<file path="src/rc_osc_pkg.sv">
package rc_osc_pkg;

  localparam int ADDR_W = 7;
  localparam int DATA_W = 4;
  localparam int ACC_W  = 24;

  // Register offsets.
  localparam logic [ADDR_W-1:0] OFS_TRIM_HI = 7'h75;
  localparam logic [ADDR_W-1:0] OFS_TRIM_LO = 7'h76;
  localparam logic [ADDR_W-1:0] OFS_OPT0    = 7'h79;
  localparam logic [ADDR_W-1:0] OFS_FREQ    = 7'h7a;
  localparam logic [ADDR_W-1:0] OFS_OPT2    = 7'h7b;

  // Power-on reset values.
  localparam logic [DATA_W-1:0] RST_TRIM_HI = 4'h7;
  localparam logic [DATA_W-1:0] RST_TRIM_LO = 4'hf;
  localparam logic [DATA_W-1:0] RST_OPT0    = 4'h0;
  localparam logic [DATA_W-1:0] RST_FREQ    = 4'h0;
  localparam logic [DATA_W-1:0] RST_OPT2    = 4'h0;
  localparam logic [7:0]        TRIM_CENTER = 8'h7f;

  // Field positions.
  localparam int FREQ_BASE_BIT = 3;
  localparam int OPT0_DEB_BIT  = 3;
  localparam int OPT0_RSV_BIT  = 2;
  localparam int OPT0_CNT_BIT  = 1;
  localparam int OPT0_PULL_BIT = 0;
  localparam int OPT2_TOP_BIT  = 0;

  // Timing: the oscillator is modelled as a phase accumulator on the core clock.
  localparam longint CLK_HZ     = 100_000_000;
  localparam longint BASE_LO_HZ = 512_000;
  localparam longint BASE_HI_HZ = 800_000;
  // One accumulator carry per half period of the undivided base clock.
  localparam logic [ACC_W-1:0] INC_LO = ACC_W'(((2 * BASE_LO_HZ) << ACC_W) / CLK_HZ);
  localparam logic [ACC_W-1:0] INC_HI = ACC_W'(((2 * BASE_HI_HZ) << ACC_W) / CLK_HZ);
  localparam logic [ACC_W-1:0] TRIM_STEP_DEF = 24'h000020;

  // Divider codes of the frequency selection.
  localparam logic [2:0] DIV16 = 3'h0;
  localparam logic [2:0] DIV8  = 3'h1;
  localparam logic [2:0] DIV4  = 3'h2;
  localparam logic [2:0] DIV2  = 3'h3;
  localparam logic [2:0] DIV1  = 3'h4;

  function automatic logic [4:0] half_ticks(input logic [2:0] code);
    logic [4:0] n;
    n = 5'h01;
    case (code)
      DIV16:   n = 5'h10;
      DIV8:    n = 5'h08;
      DIV4:    n = 5'h04;
      DIV2:    n = 5'h02;
      DIV1:    n = 5'h01;
      default: n = 5'h01;
    endcase
    return n;
  endfunction

endpackage

</file>
<file path="src/rc_osc_option_control.sv">
// The address-and-strobe port is this design's own decision.
`timescale 1ns/1ps

// Overview of operation
// After power-up the oscillator runs at 32 kHz until software selects otherwise.
// Frequency select bit 3 picks the 512 kHz or 800 kHz base.
// Frequency select bits 2..0 divide the base by 16, 8, 4, 2 or 1.
// Trim word is high and low nibble, default 7Fh, -127 to +128 steps.
// Larger trim word gives higher frequency, monotonic over the whole range.
// Option 0 bit 3 picks debouncer tap: 0 tap a, 1 tap b.
// Software keeps option 0 bit 2 at zero and never writes one.
// Option 0 bit 1 picks counter source 7: pin, or halved oscillator clock.
// With halved oscillator source, counter updates on core clock, not system tap.
// Oscillator source 7 is core clock over 4 when bypass is 1, else over 2.
// By default counter updates on system clock, at most half its rate.
// Option 0 bit 0 sets port pin 4 resistor: 0 pull-down, 1 pull-up.
// Option 2 bit 0 sets detector level 15 to 2.75 V or 3.0 V.
// Software keeps system clock near 32 or 50 kHz when changing frequency.
// These registers reset only on power-on reset, not on other resets.
// Undefined divider codes are harmless and never stop the clock.
// Frequency and trim changes take effect without runt clock pulses.
module rc_osc_option_control
  import rc_osc_pkg::*;
#(
  parameter logic [ACC_W-1:0] TRIM_STEP = TRIM_STEP_DEF
)
(
  input  wire logic              clk_i,
  input  wire logic              reset_n_i,
  input  wire logic [ADDR_W-1:0] addr_i,
  input  wire logic [DATA_W-1:0] wr_data_i,
  input  wire logic              wr_en_i,
  input  wire logic              rd_en_i,
  output logic      [DATA_W-1:0] rd_data_o,
  input  wire logic              core_clock_en_i,
  input  wire logic              prescaler_sys_tap_i,
  input  wire logic              prescaler_tap_a_i,
  input  wire logic              prescaler_tap_b_i,
  input  wire logic              port_debounce_bypass_i,
  input  wire logic              port_pin_3_or_4_i,
  output logic                   osc_clock_o,
  output logic                   osc_clock_rise_o,
  output logic      [DATA_W-1:0] osc_freq_active_o,
  output logic      [7:0]        osc_trim_word_o,
  output logic                   debounce_clk_en_o,
  output logic                   counter_update_o,
  output logic                   counter_src7_o,
  output logic                   port_pin_4_pull_up_o,
  output logic                   top_level_option_o
);

  // The trim range must never push the lower base increment to zero or wrap it.
  if ((TRIM_STEP == '0) || ((longint'(TRIM_STEP) * 127) >= longint'(INC_LO))
      || ((longint'(INC_HI) + longint'(TRIM_STEP) * 128) >= (longint'(1) << ACC_W)))
  begin : g_step_check
    $error("TRIM_STEP out of range for the accumulator");
  end

  typedef struct packed {
    logic [DATA_W-1:0] trim_hi;
    logic [DATA_W-1:0] trim_lo;
    logic [DATA_W-1:0] opt0;
    logic [DATA_W-1:0] freq;
    logic [DATA_W-1:0] opt2;
    logic [DATA_W-1:0] rd;
    logic [ACC_W-1:0]  acc;
    logic [DATA_W-1:0] act_freq;
    logic [7:0]        act_trim;
    logic [4:0]        div_cnt;
    logic              osc;
    logic              osc_rise;
    logic              pin_s1;
    logic              pin_s2;
    logic              src7;
    logic              core_ph;
    logic              dbc_en;
    logic              cnt_upd;
  } state_t;

  state_t            q;
  state_t            d;
  logic [ACC_W-1:0]  inc;
  logic [ACC_W:0]    sum;
  logic              base_tick;

  always_comb
  begin
    d           = q;
    d.rd        = '0;
    d.osc_rise  = 1'b0;
    inc         = '0;
    sum         = '0;
    base_tick   = 1'b0;

    // Register writes; all fields are kept as written.
    if (wr_en_i)
    begin
      case (addr_i)
        OFS_TRIM_HI: d.trim_hi = wr_data_i;
        OFS_TRIM_LO: d.trim_lo = wr_data_i;
        // Bit 2 is stored as written; keeping it low is up to software.
        OFS_OPT0:    d.opt0 = wr_data_i;
        OFS_FREQ:    d.freq = wr_data_i;
        OFS_OPT2:    d.opt2 = wr_data_i;
        default:     d.opt0 = q.opt0;
      endcase
    end

    // Reads answer in the following cycle; unmapped offsets read zero.
    if (rd_en_i)
    begin
      case (addr_i)
        OFS_TRIM_HI: d.rd = q.trim_hi;
        OFS_TRIM_LO: d.rd = q.trim_lo;
        OFS_OPT0:    d.rd = q.opt0;
        OFS_FREQ:    d.rd = q.freq;
        OFS_OPT2:    d.rd = q.opt2;
        default:     d.rd = '0;
      endcase
    end

    // Base oscillator: the increment grows linearly with the trim word,
    // so the frequency is monotonic in it and centred on 7Fh.
    inc = (q.act_freq[FREQ_BASE_BIT] ? INC_HI : INC_LO)
          + ACC_W'(q.act_trim) * TRIM_STEP
          - ACC_W'(TRIM_CENTER) * TRIM_STEP;
    sum       = {1'b0, q.acc} + {1'b0, inc};
    d.acc     = sum[ACC_W-1:0];
    base_tick = sum[ACC_W];

    // Divider: the output toggles after a full half period of base ticks.
    // New selections are taken only at a toggle, so every half period is
    // wholly at the old or wholly at the new setting and no runt appears.
    if (base_tick)
    begin
      if (q.div_cnt >= half_ticks(q.act_freq[2:0]) - 5'h01)
      begin
        d.div_cnt  = '0;
        d.osc      = ~q.osc;
        d.osc_rise = ~q.osc;
        d.act_freq = q.freq;
        d.act_trim = {q.trim_hi, q.trim_lo};
      end
      else
      begin
        d.div_cnt = q.div_cnt + 5'h01;
      end
    end

    // Pin input crosses into the clock domain through two flip-flops.
    d.pin_s1 = port_pin_3_or_4_i;
    d.pin_s2 = q.pin_s1;

    // Counter source 7: the pin, or a clock derived from the core clock.
    if (!q.opt0[OPT0_CNT_BIT])
    begin
      d.src7    = q.pin_s2;
      d.core_ph = 1'b0;
    end
    else if (core_clock_en_i)
    begin
      if (port_debounce_bypass_i)
      begin
        d.core_ph = ~q.core_ph;
        if (q.core_ph)
        begin
          d.src7 = ~q.src7;
        end
      end
      else
      begin
        d.core_ph = 1'b0;
        d.src7    = ~q.src7;
      end
    end

    // Update strobe of the counter: core clock when sampling the halved
    // oscillator, otherwise the system clock tap.
    d.cnt_upd = q.opt0[OPT0_CNT_BIT] ? core_clock_en_i
                                     : prescaler_sys_tap_i;

    d.dbc_en = q.opt0[OPT0_DEB_BIT] ? prescaler_tap_b_i : prescaler_tap_a_i;
  end

  // Only the power-on reset clears this state; a watchdog reset elsewhere in
  // the chip does not reach this block.
  always_ff @(posedge clk_i or negedge reset_n_i)
  begin
    if (!reset_n_i)
    begin
      q          <= '0;
      q.trim_hi  <= RST_TRIM_HI;
      q.trim_lo  <= RST_TRIM_LO;
      q.opt0     <= RST_OPT0;
      q.freq     <= RST_FREQ;
      q.opt2     <= RST_OPT2;
      q.act_freq <= RST_FREQ;
      q.act_trim <= {RST_TRIM_HI, RST_TRIM_LO};
    end
    else
    begin
      q <= d;
    end
  end

  assign rd_data_o            = q.rd;
  assign osc_clock_o          = q.osc;
  assign osc_clock_rise_o     = q.osc_rise;
  assign osc_freq_active_o    = q.act_freq;
  assign osc_trim_word_o      = q.act_trim;
  assign debounce_clk_en_o    = q.dbc_en;
  assign counter_update_o     = q.cnt_upd;
  assign counter_src7_o       = q.src7;
  assign port_pin_4_pull_up_o = q.opt0[OPT0_PULL_BIT];
  assign top_level_option_o   = q.opt2[OPT2_TOP_BIT];

  // Helper for the checks below: base ticks seen since the last toggle.
  logic [4:0] tick_cnt;
  logic       osc_prev;

  always_ff @(posedge clk_i or negedge reset_n_i)
  begin
    if (!reset_n_i)
    begin
      tick_cnt <= '0;
      osc_prev <= 1'b0;
    end
    else
    begin
      osc_prev <= q.osc;
      if (base_tick && (d.osc != q.osc))
      begin
        tick_cnt <= '0;
      end
      else if (base_tick)
      begin
        tick_cnt <= tick_cnt + 5'h01;
      end
    end
  end
endmodule

</file>
<file path="config.mk">
export PLATFORM = sky130hd
export DESIGN_NAME = rc_osc_option_control
export DESIGN_NICKNAME = d
export VERILOG_FILES = /design/src/rc_osc_pkg.sv /design/src/rc_osc_option_control.sv
export SDC_FILE = /design/constraint.sdc
export NUM_CORES = 1
export LEC_CHECK = 0
export ABC_AREA = 1
export BUFFER_PORTS_ARGS = -buffer_cell sky130_fd_sc_hd__buf_2
export CAP_MARGIN = 20
export CORE_MARGIN = 3
export CORE_UTILIZATION = 40
export DETAILED_ROUTE_END_ITERATION = 16
export GPL_ROUTABILITY_DRIVEN = 0
export SKIP_CTS_REPAIR_TIMING = 1
export SYNTH_ARGS = -nofsm -noshare
export SYNTH_HDL_FRONTEND = slang
export SYNTH_SLANG_ARGS = --single-unit
</file>
<file path="constraint.sdc">
create_clock -name clk_i -period 3.5 [get_ports clk_i]
set_input_delay 0.525 -clock clk_i [delete_from_list [all_inputs] [get_ports clk_i]]
set_output_delay 0.525 -clock clk_i [all_outputs]
set_load 0.02 [all_outputs]
</file>
======== After elaboration in Yosys (flattened, before gate mapping) ========
Cells that the tools add are included.
cells by class
  reduce and logical (&&, ||, !) cells .... 8
  add/subtract/negate cells ............... 5
  equal/unequal tests ..................... 10
  bitwise logic cells ..................... 3
  multiplexer cells ....................... 14
  $lt $le $gt $ge ......................... 1
operators by type and width
  kind                      count
  $eq A7 B7 Y1 const B      5
  $add A24 B24 Y25          1
  $sub A20 B12 Y21 const B  1
  $add A19 B13 Y20          1
  $pmux W4 S5               1
  $pmux W5 S4               1
  $mux W19                  1
  $reduce_and A2 Y1         7
  $mux W5                   2
  $eq A3 B2 Y1 const B      2
  $mux W2                   3
  $add A5 B1 Y5 const B     1
  $ge A5 B5 Y1              1
  $mux W1                   5
  $sub A5 B1 Y5 const B     1
  $mux W4                   1
  $eq A3 B1 Y1 const B      1
  $logic_not A3 Y1          1
  $ne A3 B3 Y1 const B      1
  $not A1 Y1                3
  $ne A2 B2 Y1 const B      1
storage, ports and cells
  output and inout port bits .............. 23
  flip-flop bits (word level) ............. 73
  input port bits ......................... 21

======== Longest topological paths before layout ========
Gate-level depths: netlist (run 1).
  depth in word-level cells ............... 9
  depth in mapped cells ................... 22
  mapped depth without buffers ............ 21

======== Worst setup path before layout (run 1) ========
OpenSTA, ideal clock, no wires.
  kind .................................... register to register
  start ................................... register q, in the netlist osc_freq_active_o[3]
  end ..................................... register q, in the netlist osc_freq_active_o[0]
  period minus slack after synthesis ...... 2.760 ns
  slack ................................... 0.740 ns
  cell stages (with the launch flop) ...... 20
  arrival time ............................ 2.643 ns
  buffers on the path ..................... 1
  cell sequence ........................... dfrtp_1 > inv_1 > ha_1 > a21oi_1 > nand2_1 > nand2_1 > a21oi_1 > nor2_1 > a21boi_0 > ha_1 > nand2_1 > nor2_2 > nand2_2 > nor2_2 > nand2_2 > nand3_4 > nand2_4 > buf_6 > nand2_1 > nand2_1
between the ends
  word-level cells in the longest chain between the ends .. 5
RTL lines
  item                                RTL line                      source
  start: declaration                  rc_osc_option_control.sv:80   state_t q;
  $mux W19                            rc_osc_option_control.sv:124  inc = (q.act_freq[FREQ_BASE_BIT] ? INC_HI : INC_LO)
  $add A19 B13 Y20                    rc_osc_option_control.sv:125  + ACC_W'(q.act_trim) * TRIM_STEP
  $sub A20 B12 Y21                    rc_osc_option_control.sv:126  - ACC_W'(TRIM_CENTER) * TRIM_STEP;
  $add A24 B24 Y25                    rc_osc_option_control.sv:127  sum = {1'b0, q.acc} + {1'b0, inc};
  $reduce_and A2 Y1 (no source line)  n/a
Every way passes these cells.
A chain may end at the register's enable or synchronous reset.

======== Worst setup path after layout (run 1) ========
  start ................................... register q, in the netlist osc_freq_active_o[3]
  end ..................................... register q, in the netlist osc_clock_o
The elaborated chain is that of the path after synthesis.

==> results of run 1 <==
cell usage after synthesis (all sizes together):
| library cell | n |
|---|---|
| a211oi | 1 |
| a21boi | 2 |
| a21o | 2 |
| a21oi | 16 |
| a22oi | 1 |
| and2 | 1 |
| buf | 20 |
| clkbuf | 1 |
| conb | 1 |
| dfrtp | 59 |
| dfstp | 14 |
| ha | 26 |
| inv | 91 |
| mux2 | 1 |
| nand2 | 213 |
| nand3 | 45 |
| nand4 | 10 |
| nor2 | 57 |
| nor3 | 6 |
| o211ai | 2 |
| o21ai | 32 |
| o21bai | 3 |
| xnor2 | 7 |
| xor2 | 14 |
layout by cell type, fill, tap and decap left out, types with 2 or more instances in the layout:
cell | synthesis | layout
nand2_1 | 206 | 206
inv_1 | 91 | 90
dfrtp_1 | 59 | 59
nor2_1 | 54 | 54
nand3_1 | 43 | 43
buf_2 | 1 | 42
o21ai_0 | 31 | 31
ha_1 | 26 | 26
a21oi_1 | 15 | 15
xor2_1 | 14 | 14
dfstp_2 | 14 | 14
nand4_1 | 9 | 9
clkbuf_16 | 0 | 9
xnor2_1 | 7 | 7
nor3_1 | 6 | 6
nand2_2 | 6 | 6
nor2_2 | 3 | 3
inv_6 | 0 | 3
o21bai_1 | 3 | 2
a21o_1 | 2 | 2
a21boi_0 | 2 | 2
nand3_2 | 1 | 2
o211ai_1 | 2 | 2
worst reg2reg max path, delay by kind of cell (launching register included):
| family | cells | cell delay (ns) |
|---|---|---|
| XOR/XNOR | 1 | 0.17 |
| flip-flops | 1 | 0.47 |
| buffers and inverters | 2 | 0.19 |
| adder cells (fa/ha/maj) | 2 | 0.68 |
| AND/OR/NAND/NOR | 13 | 1.42 |
| AO/OA/AOI/OAI | 2 | 0.21 |
logic make-up (layout without fill, tap and decap cells):
group	count (synthesis)	count (layout)	share of synthesized area, %
buf+inv	112	150	11.0
compound gates	59	59	7.11
other cells	1	1	0.0817
xor+xnor	21	21	4.01
simple gates	332	333	30.3
flops	73	73	40.2
mux	1	1	0.245
fa+ha+maj	26	26	7.09
registers in the layout, summed over array words and instances, names as in the netlist:
register	cells
counter_src7_o	1
counter_update_o	1
d	1
debounce_clk_en_o	1
osc_clock_o	1
osc_clock_rise_o	1
osc_freq_active_o	4
osc_trim_word_o	8
port_pin_4_pull_up_o	1
q	49
rd_data_o	4
top_level_option_o	1
power by group:
group          internal, mW  leakage, nW  switching (mW)
Clock                 0.566        0.149           0.401
Combinational        0.0266         1.89          0.0552
Sequential            0.874        0.859          0.0190
layer usage:
layer / routed length (um) / share of wire [%]
met1: 4870 / 46
met2: 5260 / 50
met3: 416 / 3.9
met4: 68 / 0.64
met5: 0 / 0
through the flow:
| step | cells | cell area, sq um | setup TNS, ns | util, % |
|---|---|---|---|---|
| finish | 804 | 5140 | 0 | 46.6 |
| detailed placement | 787 | 4820 | 0 | 43.7 |
| global placement | 787 | 4820 | 0 | 43.7 |
| floorplan | 625 | 4590 | 0 | - |
| CTS | 803 | 5130 | 0 | 46.5 |
| global route | 804 | 5140 | -0.00337 | 46.6 |
worst min path at each step:
stage	startpoint	endpoint	slack, ns	cells past startpoint
global route	port_pin_3_or_4_i	d[4]$_DFF_PN0_	0.29	1
global placement	d[4]$_DFF_PN0_	q[4]$_DFF_PN0_	0.34	0
detailed placement	d[4]$_DFF_PN0_	q[4]$_DFF_PN0_	0.35	0
finish	port_pin_3_or_4_i	d[4]$_DFF_PN0_	0.29	1
floorplan	reset_n_i	counter_src7_o$_DFFE_PN0P_	0.23	0
CTS	port_pin_3_or_4_i	d[4]$_DFF_PN0_	0.29	1
area by class of cell:
| type | count | share of cell area, % |
|---|---|---|
| clock buffers | 9 | 4.38 |
| clock inverters | 7 | 1.63 |
| inverters | 91 | 6.64 |
| multi-input cells | 441 | 43.9 |
| flip-flops and latches | 73 | 35.9 |
| well taps | 140 | 3.41 |
| repair buffers | 43 | 4.23 |
==> flow_summary.json, run 1 <==
{
  "via_per_inst": 4.80,
  "cts-root-buf": "clkbuf_16",
  "path_depth": 20,
  "timing.fmax_mhz": 314,
  "grt_use_met2_pct": 29.1,
  "die_x_um": 113,
  "first_pass_iters": 4,
  "whs_ns": 0.295,
  "antenna_found_initial": 0,
  "hold_violations": 0,
  "initial_utilization_pct": 41.6,
  "path_common_cell": "nand2_1",
  "regArea_sq_mm": 0.00184,
  "ys_warn_count": 0,
  "htreeDepth": 3,
  "cts.sinks": 73,
  "ys_ff_latch": 73,
  "startpoint_type": "flip-flop",
  "place_worst_setup_slack_ns": 0.236,
  "fin_nets": 706,
  "yosysSeqAreaShare_pct": 40.2,
  "synth_top_area_share_pct": 32.2,
  "finalPower_mw": 1.94,
  "diodes": 0,
  "ir_drop_mv": 0.267,
  "io_buffers": 43,
  "relSlewSlack_pct": 38.5,
  "final_antenna_net_count": 0,
  "crit_start": "osc_freq_active_o[3]$_DFFE_PN0P_",
  "grt_pass1_vias": 3718,
  "cts_tree": "done",
  "globalRouteOverflowTotal": 0,
  "fp.dieH_um": 113,
  "grt_max_degree": 74,
  "cts_buffer_depth": 2,
  "grt.met3_usage_pct": 3.96,
  "status": "completed",
  "insertion_delay_ns": 0.34,
  "die_area_sq_mm": 0.0128,
  "worst_setup_path_end_kind": "flip-flop",
  "ff2ff_path_depth": 20,
  "rrSetupSlack_ns": 0.31,
  "path_cells": "inv_2 -> ha_1 -> a21oi_1 -> nand2_1 -> nand2_1 -> a21oi_1 -> nor2_1 -> xor2_1 -> ha_1 -> nand2_1 -> inv_1 -> nand2_1 -> nand2_1 -> nand2_1 -> nand2_1 -> nand2_1 -> nand3_4 -> nand2_4 -> nand2_1 -> nand2_1",
  "multi_input_area_sq_mm": 0.00226,
  "hp-class": "in2reg",
  "max_stage_delay_ns": 0.47,
  "drc_errors": 0,
  "cp_slowest_cell": "dfrtp_1",
  "crit_type": "reg2reg",
  "synthesis.nets": 672,
  "finalCritPeriodShare_pct": 91.1,
  "synthTopCellsByArea": "dfrtp_1 (32%), nand2_1 (17%), dfstp_2 (8.0%)",
  "grt_pass1_wl_um": 18100,
  "wl_um": 10600,
  "finClkSkew_ns": 0.00910,
  "vias": 3858,
  "first_iter_violations": 161,
  "cp.arrival_ns": 3.47,
  "synthToLayoutAreaGrowth_pct": 12.0,
  "crit_fanout": 13,
  "syn_area_per_cell_sq_um": 7.35,
  "fillers": 1136,
  "setup_ws_ns": 0.312,
  "drive_above_1_share_pct": 13.7,
  "synth.distinct_cells": 34,
  "endpoint": "osc_clock_o$_DFFE_PN0P_",
  "required_ns": 3.78,
  "core_area_sq_mm": 0.0110,
  "syn_area_sq_mm": 0.00459,
  "power.density_mw_per_mm2": 377,
  "path_clk_slew_ns": 0.06,
  "fin_crit_ns": 3.19,
  "grt_use_total_pct": 17.7,
  "use_met1_pct": 23.4,
  "ioPinCount": 44,
  "cap_violations": 0,
  "wl_per_cell_um": 13.2,
  "critPathTopFamily": "simple AND/OR/NAND/NOR gates",
  "r2r_end": "osc_clock_o$_DFFE_PN0P_",
  "synthCells": 625,
  "fp-row-count": 38,
  "tightest_slew_ns": 0.922,
  "cp_num_buf_inv": 2,
  "grt-busiest-layer": "met2",
  "slew_violations": 0,
  "reg2reg_from": "osc_freq_active_o[3]$_DFFE_PN0P_",
  "yosys.area.top_type": "dfrtp_1",
  "hpwl_um": 8150,
  "setup_viol": 0,
  "numCtsBuffers": 9,
  "power_leakage_nw": 2.90
}
No activity file was read; power rests on OpenSTA's default activity.
==> run 2, diff against run 1 <==
Settings changed: CTS_BUF_LIST set to sky130_fd_sc_hd__clkbuf_8.
Clock period 3.5 ns to 3.35 ns, I/O delays scaled along.
==> run 2 against run 1 <==
Against the previous run: power fell by 12%; final cell count rose by 1.0%; register-to-register slack got worse by 0.06 ns; routed wire length rose by 0.92%; clock-buffer cell count did not move; worst hold slack got worse by 0.045 ns; combinational power rose by 4.5%; critical endpoint is now q[43]$_DFF_PN0_; largest cell class unchanged.
==> flow_summary.json, run 2 (synthesized netlist as in run 1, its figures left out) <==
{
  "r2r_end": "q[43]$_DFF_PN0_",
  "relSlewSlack_pct": 38.7,
  "required_ns": 3.60,
  "cp_slowest_cell": "dfrtp_2",
  "cts_buffer_depth": 2,
  "final_cell_mix": "nand2_1 (205), inv_1 (91), dfrtp_1 (58)",
  "path_clk_slew_ns": 0.08,
  "timing.fmax_mhz": 322,
  "place_area_sq_mm": 0.00482,
  "htreeDepth": 3,
  "final_antenna_net_count": 0,
  "grt_pass1_vias": 3874,
  "antenna_found_initial": 0,
  "grt_pass1_wl_um": 18200,
  "cp.arrival_ns": 3.35,
  "rsz0062_at_grt": "false",
  "hp-class": "in2reg",
  "setup_ws_ns": 0.248,
  "reg2reg_from": "osc_freq_active_o[3]$_DFFE_PN0P_",
  "fillers": 1149,
  "grt_use_total_pct": 17.8,
  "diodes": 0,
  "cap_violations": 0,
  "cts_tree": "done",
  "fp.dieH_um": 113,
  "core_area_sq_mm": 0.0110,
  "hold_violations": 0,
  "first_pass_iters": 4,
  "final_area_sq_mm": 0.00513,
  "ff2ff_path_depth": 15,
  "endpoint": "q[43]$_DFF_PN0_",
  "status": "completed",
  "path_common_cell": "nand2_1",
  "die_area_sq_mm": 0.0128,
  "fin_nets": 714,
  "setup_viol": 0,
  "path_depth": 15,
  "synthToLayoutAreaGrowth_pct": 11.9,
  "crit_start": "osc_freq_active_o[3]$_DFFE_PN0P_",
  "finalPower_mw": 1.72,
  "ir_drop_mv": 0.292,
  "tns_ns": 0,
  "ioPinCount": 44,
  "crit_type": "reg2reg",
  "wl_per_cell_um": 13.2,
  "crit_fanout": 5,
  "startpoint_type": "flip-flop",
  "worst_setup_path_end_kind": "flip-flop",
  "insertion_delay_ns": 0.36,
  "path_cells": "clkinvlp_4 -> ha_1 -> nand2_1 -> nand2_1 -> a211oi_1 -> nand2_1 -> xor2_1 -> ha_1 -> nand2_1 -> nor2_1 -> inv_1 -> nor3_1 -> nand3_1 -> nand4_1 -> nand2_1",
  "die_x_um": 113,
  "critPathTopFamily": "simple AND/OR/NAND/NOR gates",
  "globalRouteOverflowTotal": 0,
  "via_per_inst": 4.82,
  "tightest_slew_ns": 0.920,
  "largest_reg_flops": 49,
  "fin_crit_ns": 3.10,
  "initial_utilization_pct": 41.6,
  "drive_above_1_share_pct": 15.0,
  "wl_um": 10700,
  "rrSetupSlack_ns": 0.25,
  "max_stage_delay_ns": 0.43,
  "cts.sinks": 73,
  "cp_num_buf_inv": 2,
  "first_iter_violations": 208,
  "drc_errors": 0,
  "finalCritPeriodShare_pct": 92.6,
  "fp-row-count": 38,
  "cts-root-buf": "clkbuf_8",
  "vias": 3914,
  "power_leakage_nw": 2.92,
  "power.density_mw_per_mm2": 334,
  "finClkSkew_ns": 0.00736,
  "grt_max_degree": 74,
  "place_worst_setup_slack_ns": 0.0912,
  "slew_violations": 0,
  "numCtsBuffers": 9,
  "layout_commonest_cell": "nand2_1",
  "hpwl_um": 8290,
  "top_register": "q",
  "io_buffers": 43
}
==> run 2: cell count changes in the layout (fill, tap and decap cells not counted), moves of 2 or more <==
cell and change:
inv_6 -2, buf_4 +7, clkbuf_16 -9, clkbuf_8 +9
==> run 2: worst min path at each step <==
stage,from,to,cells past startpoint
4_1_cts,port_pin_3_or_4_i,d[4]$_DFF_PN0_,1
3_3_place_gp,d[4]$_DFF_PN0_,q[4]$_DFF_PN0_,0
2_1_floorplan,reset_n_i,counter_src7_o$_DFFE_PN0P_,0
6_report,port_pin_3_or_4_i,d[4]$_DFF_PN0_,1
5_1_grt,port_pin_3_or_4_i,d[4]$_DFF_PN0_,1
3_5_place_dp,d[4]$_DFF_PN0_,q[4]$_DFF_PN0_,0
==> run 2: final cells by class <==
class                      instances  area (sq um)  area share, %
clock inverter                     7          72.6           1.41
sequential                        73          1850           35.9
tap                              140           175           3.41
clock buffer                       9           124           2.41
timing repair buffer              50           270           5.26
multi-input combinational        442          2300           44.8
inverter                          91           345           6.73
==> run 2: metal layers <==
metal | vias up | GRT usage, % | share of wire [%]
li1 | 2032 | - | -
met1 | 1814 | 22.8 | 47
met2 | 54 | 30.2 | 49
met3 | 14 | 4.44 | 3.2
met4 | 0 | 4.49 | 1.3
met5 | - | 0 | 0
==> run 2: power by group <==
part,internal (mW),switching (mW)
logic,0.0278,0.0577
clock network,0.345,0.356
registers,0.912,0.0191
==> run 2: worst register-to-register path, cell delays in order, from the launching register on <==
cell and delay [ns]:
dfrtp_2 0.43, clkinvlp_4 0.18, ha_1 0.39, nand2_1 0.09, nand2_1 0.05, a211oi_1 0.19, nand2_1 0.10, xor2_1 0.16
ha_1 0.35, nand2_1 0.14, nor2_1 0.18, inv_1 0.09, nor3_1 0.30, nand3_1 0.15, nand4_1 0.13, nand2_1 0.07
==> run 2: per-stage QoR <==
stage               utilization, %  hold WS, ns  instances
finish                        46.6        0.249        812
global route                  46.6        0.236        812
CTS                           45.5        0.228        803
detailed placement            43.7        0.338        787
global placement              43.7        0.335        787
floorplan                        -        0.207        625
==> run 3, diff against run 2 <==
Settings changed: ABC_AREA 1 to not set.
==> run 3 against run 2 <==
Against the previous run: the run now ends with negative setup slack left; final cell count decreased by 30%; sequential power barely moved; routed wire length shrank 19%; global-route usage shrank 2.4 points; core utilization grew 2.8 points; non-clock buffer count grew 23; sequential share of layout area up 2.1 points; combinational power down 11%; design area fell by 5.6%; via count shrank 24%; clock skew increased by 0.0033 ns; largest power group unchanged.
==> flow_summary.json, run 3 <==
{
  "status": "finished, violations left",
  "violations": "negative setup slack",
  "ff2ff_path_depth": 14,
  "fin_crit_ns": 3.43,
  "tightest_slew_ns": 0.899,
  "ir_drop_mv": 0.265,
  "hold_violations": 0,
  "worst_setup_path_end_kind": "flip-flop",
  "finalCritPeriodShare_pct": 102,
  "ys_ff_latch": 73,
  "vias": 2976,
  "cap_violations": 0,
  "core_area_sq_mm": 0.00982,
  "grt_max_degree": 74,
  "timing.fmax_mhz": 291,
  "power.density_mw_per_mm2": 343,
  "synth_commonest_cells": "dfrtp_1 (59), nand2_1 (27), ha_1 (26), mux2_2 (26), a21oi_1 (20)",
  "p_clk_share_pct": 39.4,
  "hpwl_um": 6280,
  "wl_per_cell_um": 15.3,
  "syn_area_per_cell_sq_um": 11.1,
  "p_int_mw": 1.24,
  "placed_cells": 548,
  "drive_above_1_share_pct": 37.6,
  "cts_buffer_depth": 2,
  "die_x_um": 107,
  "power_leakage_nw": 2.27,
  "cp.arrival_ns": 3.66,
  "crit_type": "reg2reg",
  "synthToLayoutAreaGrowth_pct": 19.4,
  "first_pass_iters": 4,
  "required_ns": 3.58,
  "hold_path_depth": 1,
  "antenna_found_initial": 0,
  "place_worst_setup_slack_ns": -0.141,
  "synth-async-reset-ratio_pct": 100,
  "place_area_sq_mm": 0.00452,
  "setup_viol": 14,
  "first_iter_violations": 139,
  "hp-class": "in2reg",
  "fp-row-count": 36,
  "layout_commonest_cell": "dfrtp_1",
  "startpoint_type": "flip-flop",
  "path_clk_slew_ns": 0.08,
  "via_per_inst": 5.23,
  "crit_fanout": 7,
  "grt-busiest-layer": "met2",
  "synth_edf_count": 0,
  "relSlewSlack_pct": 40.1,
  "cts.sinks": 73,
  "final_antenna_net_count": 0,
  "cts-root-buf": "clkbuf_8",
  "fin_nets": 478,
  "ys_warn_count": 0,
  "finClkSkew_ns": 0.0107,
  "yosysSeqAreaShare_pct": 45.4,
  "sw_frac_of_total_pct": 25.4,
  "wl_um": 8720,
  "fin_cells": 569,
  "final_cell_mix": "dfrtp_1 (58), buf_2 (42), buf_4 (30)",
  "htreeDepth": 3,
  "rsz0062_at_grt": "true",
  "p_comb_share_pct": 4.6,
  "die_area_sq_mm": 0.0114,
  "cts_tree": "done",
  "synthesis.nets": 414,
  "synth_top_area_share_pct": 36.4,
  "use_met1_pct": 21.2,
  "synth_ff_type": "dfrtp_1",
  "whs_ns": 0.267,
  "grt_pass1_wl_um": 14100,
  "p_sw_mw": 0.423,
  "final_area_sq_mm": 0.00485,
  "top_register": "q",
  "numCtsBuffers": 9,
  "drc_errors": 0,
  "initial_utilization_pct": 41.3,
  "grt_use_met2_pct": 24.4,
  "synth.distinct_cells": 54,
  "grt_pass1_vias": 2895,
  "setup_ws_ns": -0.0811,
  "grt.met3_usage_pct": 3.61,
  "grt_use_total_pct": 15.4,
  "yosys.area.top_type": "dfrtp_1",
  "diodes": 0,
  "insertion_delay_ns": 0.33,
  "slew_violations": 0,
  "synth_most_common_cell": "dfrtp_1",
  "synthCells": 367,
  "syn_area_sq_mm": 0.00406,
  "seqPwrFrac_pct": 56.0,
  "io_buffers": 43,
  "ioPinCount": 44,
  "synthTopCellsByArea": "dfrtp_1 (36%), dfstp_2 (9.1%), ha_1 (8.0%)",
  "fp.dieH_um": 107,
  "largest_reg_flops": 49,
  "globalRouteOverflowTotal": 0
}
## run 3: cell types whose count changed in the layout (fill, tap and decap cells not counted), moves of 7 or more
cell,before,now
nand2_1,205,26
inv_1,91,15
nor2_1,54,10
nand3_1,43,8
mux2_2,1,26
buf_4,8,30
o21ai_0,30,12
xnor2_1,7,16
mux2_4,0,8
nand4_1,9,2
## run 3: worst paths after layout
check / startpoint / endpoint / slack, ns
min in group asynchronous: reset_n_i / q[40]$_DFF_PN0_ / 0.28
worst min-delay path: port_pin_3_or_4_i / d[4]$_DFF_PN0_ / 0.27
worst max register to register: osc_trim_word_o[2]$_DFFE_PN1P_ / osc_freq_active_o[2]$_DFFE_PN0P_ / -0.08
max in group asynchronous: reset_n_i / osc_freq_active_o[3]$_DFFE_PN0P_ / 2.42
worst max-delay path: osc_trim_word_o[2]$_DFFE_PN1P_ / osc_freq_active_o[2]$_DFFE_PN0P_ / -0.08
worst min register to register: d[4]$_DFF_PN0_ / q[4]$_DFF_PN0_ / 0.36
## run 3: logic make-up (layout without fill, tap and decap cells)
logic type      after synthesis  after routing  share of synthesized area (%)
mux                          34             34                           10.2
other cells                   1              1                         0.0924
simple gates                 77             77                           9.37
fa+ha+maj                    26             26                           8.01
xor+xnor                     28             28                           6.04
buf+inv                      36            104                           5.30
compound gates               92             93                           15.6
flops                        73             73                           45.4
## run 3: stage by stage
step / utilization (%) / power [mW] / setup TNS, ns
2_1_floorplan: - / 0.974 / -1.41
3_3_place_gp: 46.1 / 1.02 / -0.800
3_5_place_dp: 46.1 / 1.03 / -1.68
4_1_cts: 48.0 / 1.69 / -2.15
5_1_grt: 49.4 / 1.74 / -2.43
6_report: 49.4 / 1.66 / -0.648
## run 3: metal layers
metal	share of wire, %	up-vias
met5	0	-
met4	0.46	0
met3	4.1	4
met2	47	51
met1	48	1460
li1	-	1461
## run 3: power by group through the flow
stage / registers, mW / clock network [mW] / logic [mW]
2_1_floorplan: 0.946 / 0 / 0.0284
3_3_place_gp: 0.948 / 0 / 0.0769
3_5_place_dp: 0.948 / 0 / 0.0786
4_1_cts: 0.931 / 0.682 / 0.0787
5_1_grt: 0.934 / 0.719 / 0.0858
6_report: 0.932 / 0.656 / 0.0765
## run 3: cell type report
| class | instances | area [sq um] |
|---|---|---|
| sequential | 73 | 1850 |
| fill | 927 | 4970 |
| clock buffer | 10 | 138 |
| multi-input combinational | 259 | 2140 |
| clock inverter | 6 | 50.0 |
| timing repair buffer | 73 | 447 |
| inverter | 15 | 56.3 |
| tap | 133 | 166 |
## run 3: critical path, cell delays in order, from the launching register on
cell	delay (ns)
dfstp_2	0.57
ha_4	0.22
a21o_1	0.16
a21oi_2	0.15
nor2b_1	0.06
o21a_1	0.19
nor2_2	0.12
xor2_1	0.08
ha_2	0.36
o21ai_2	0.08
a21oi_2	0.18
o21ai_2	0.09
or4_4	0.47
a21o_4	0.29
mux2_4	0.30
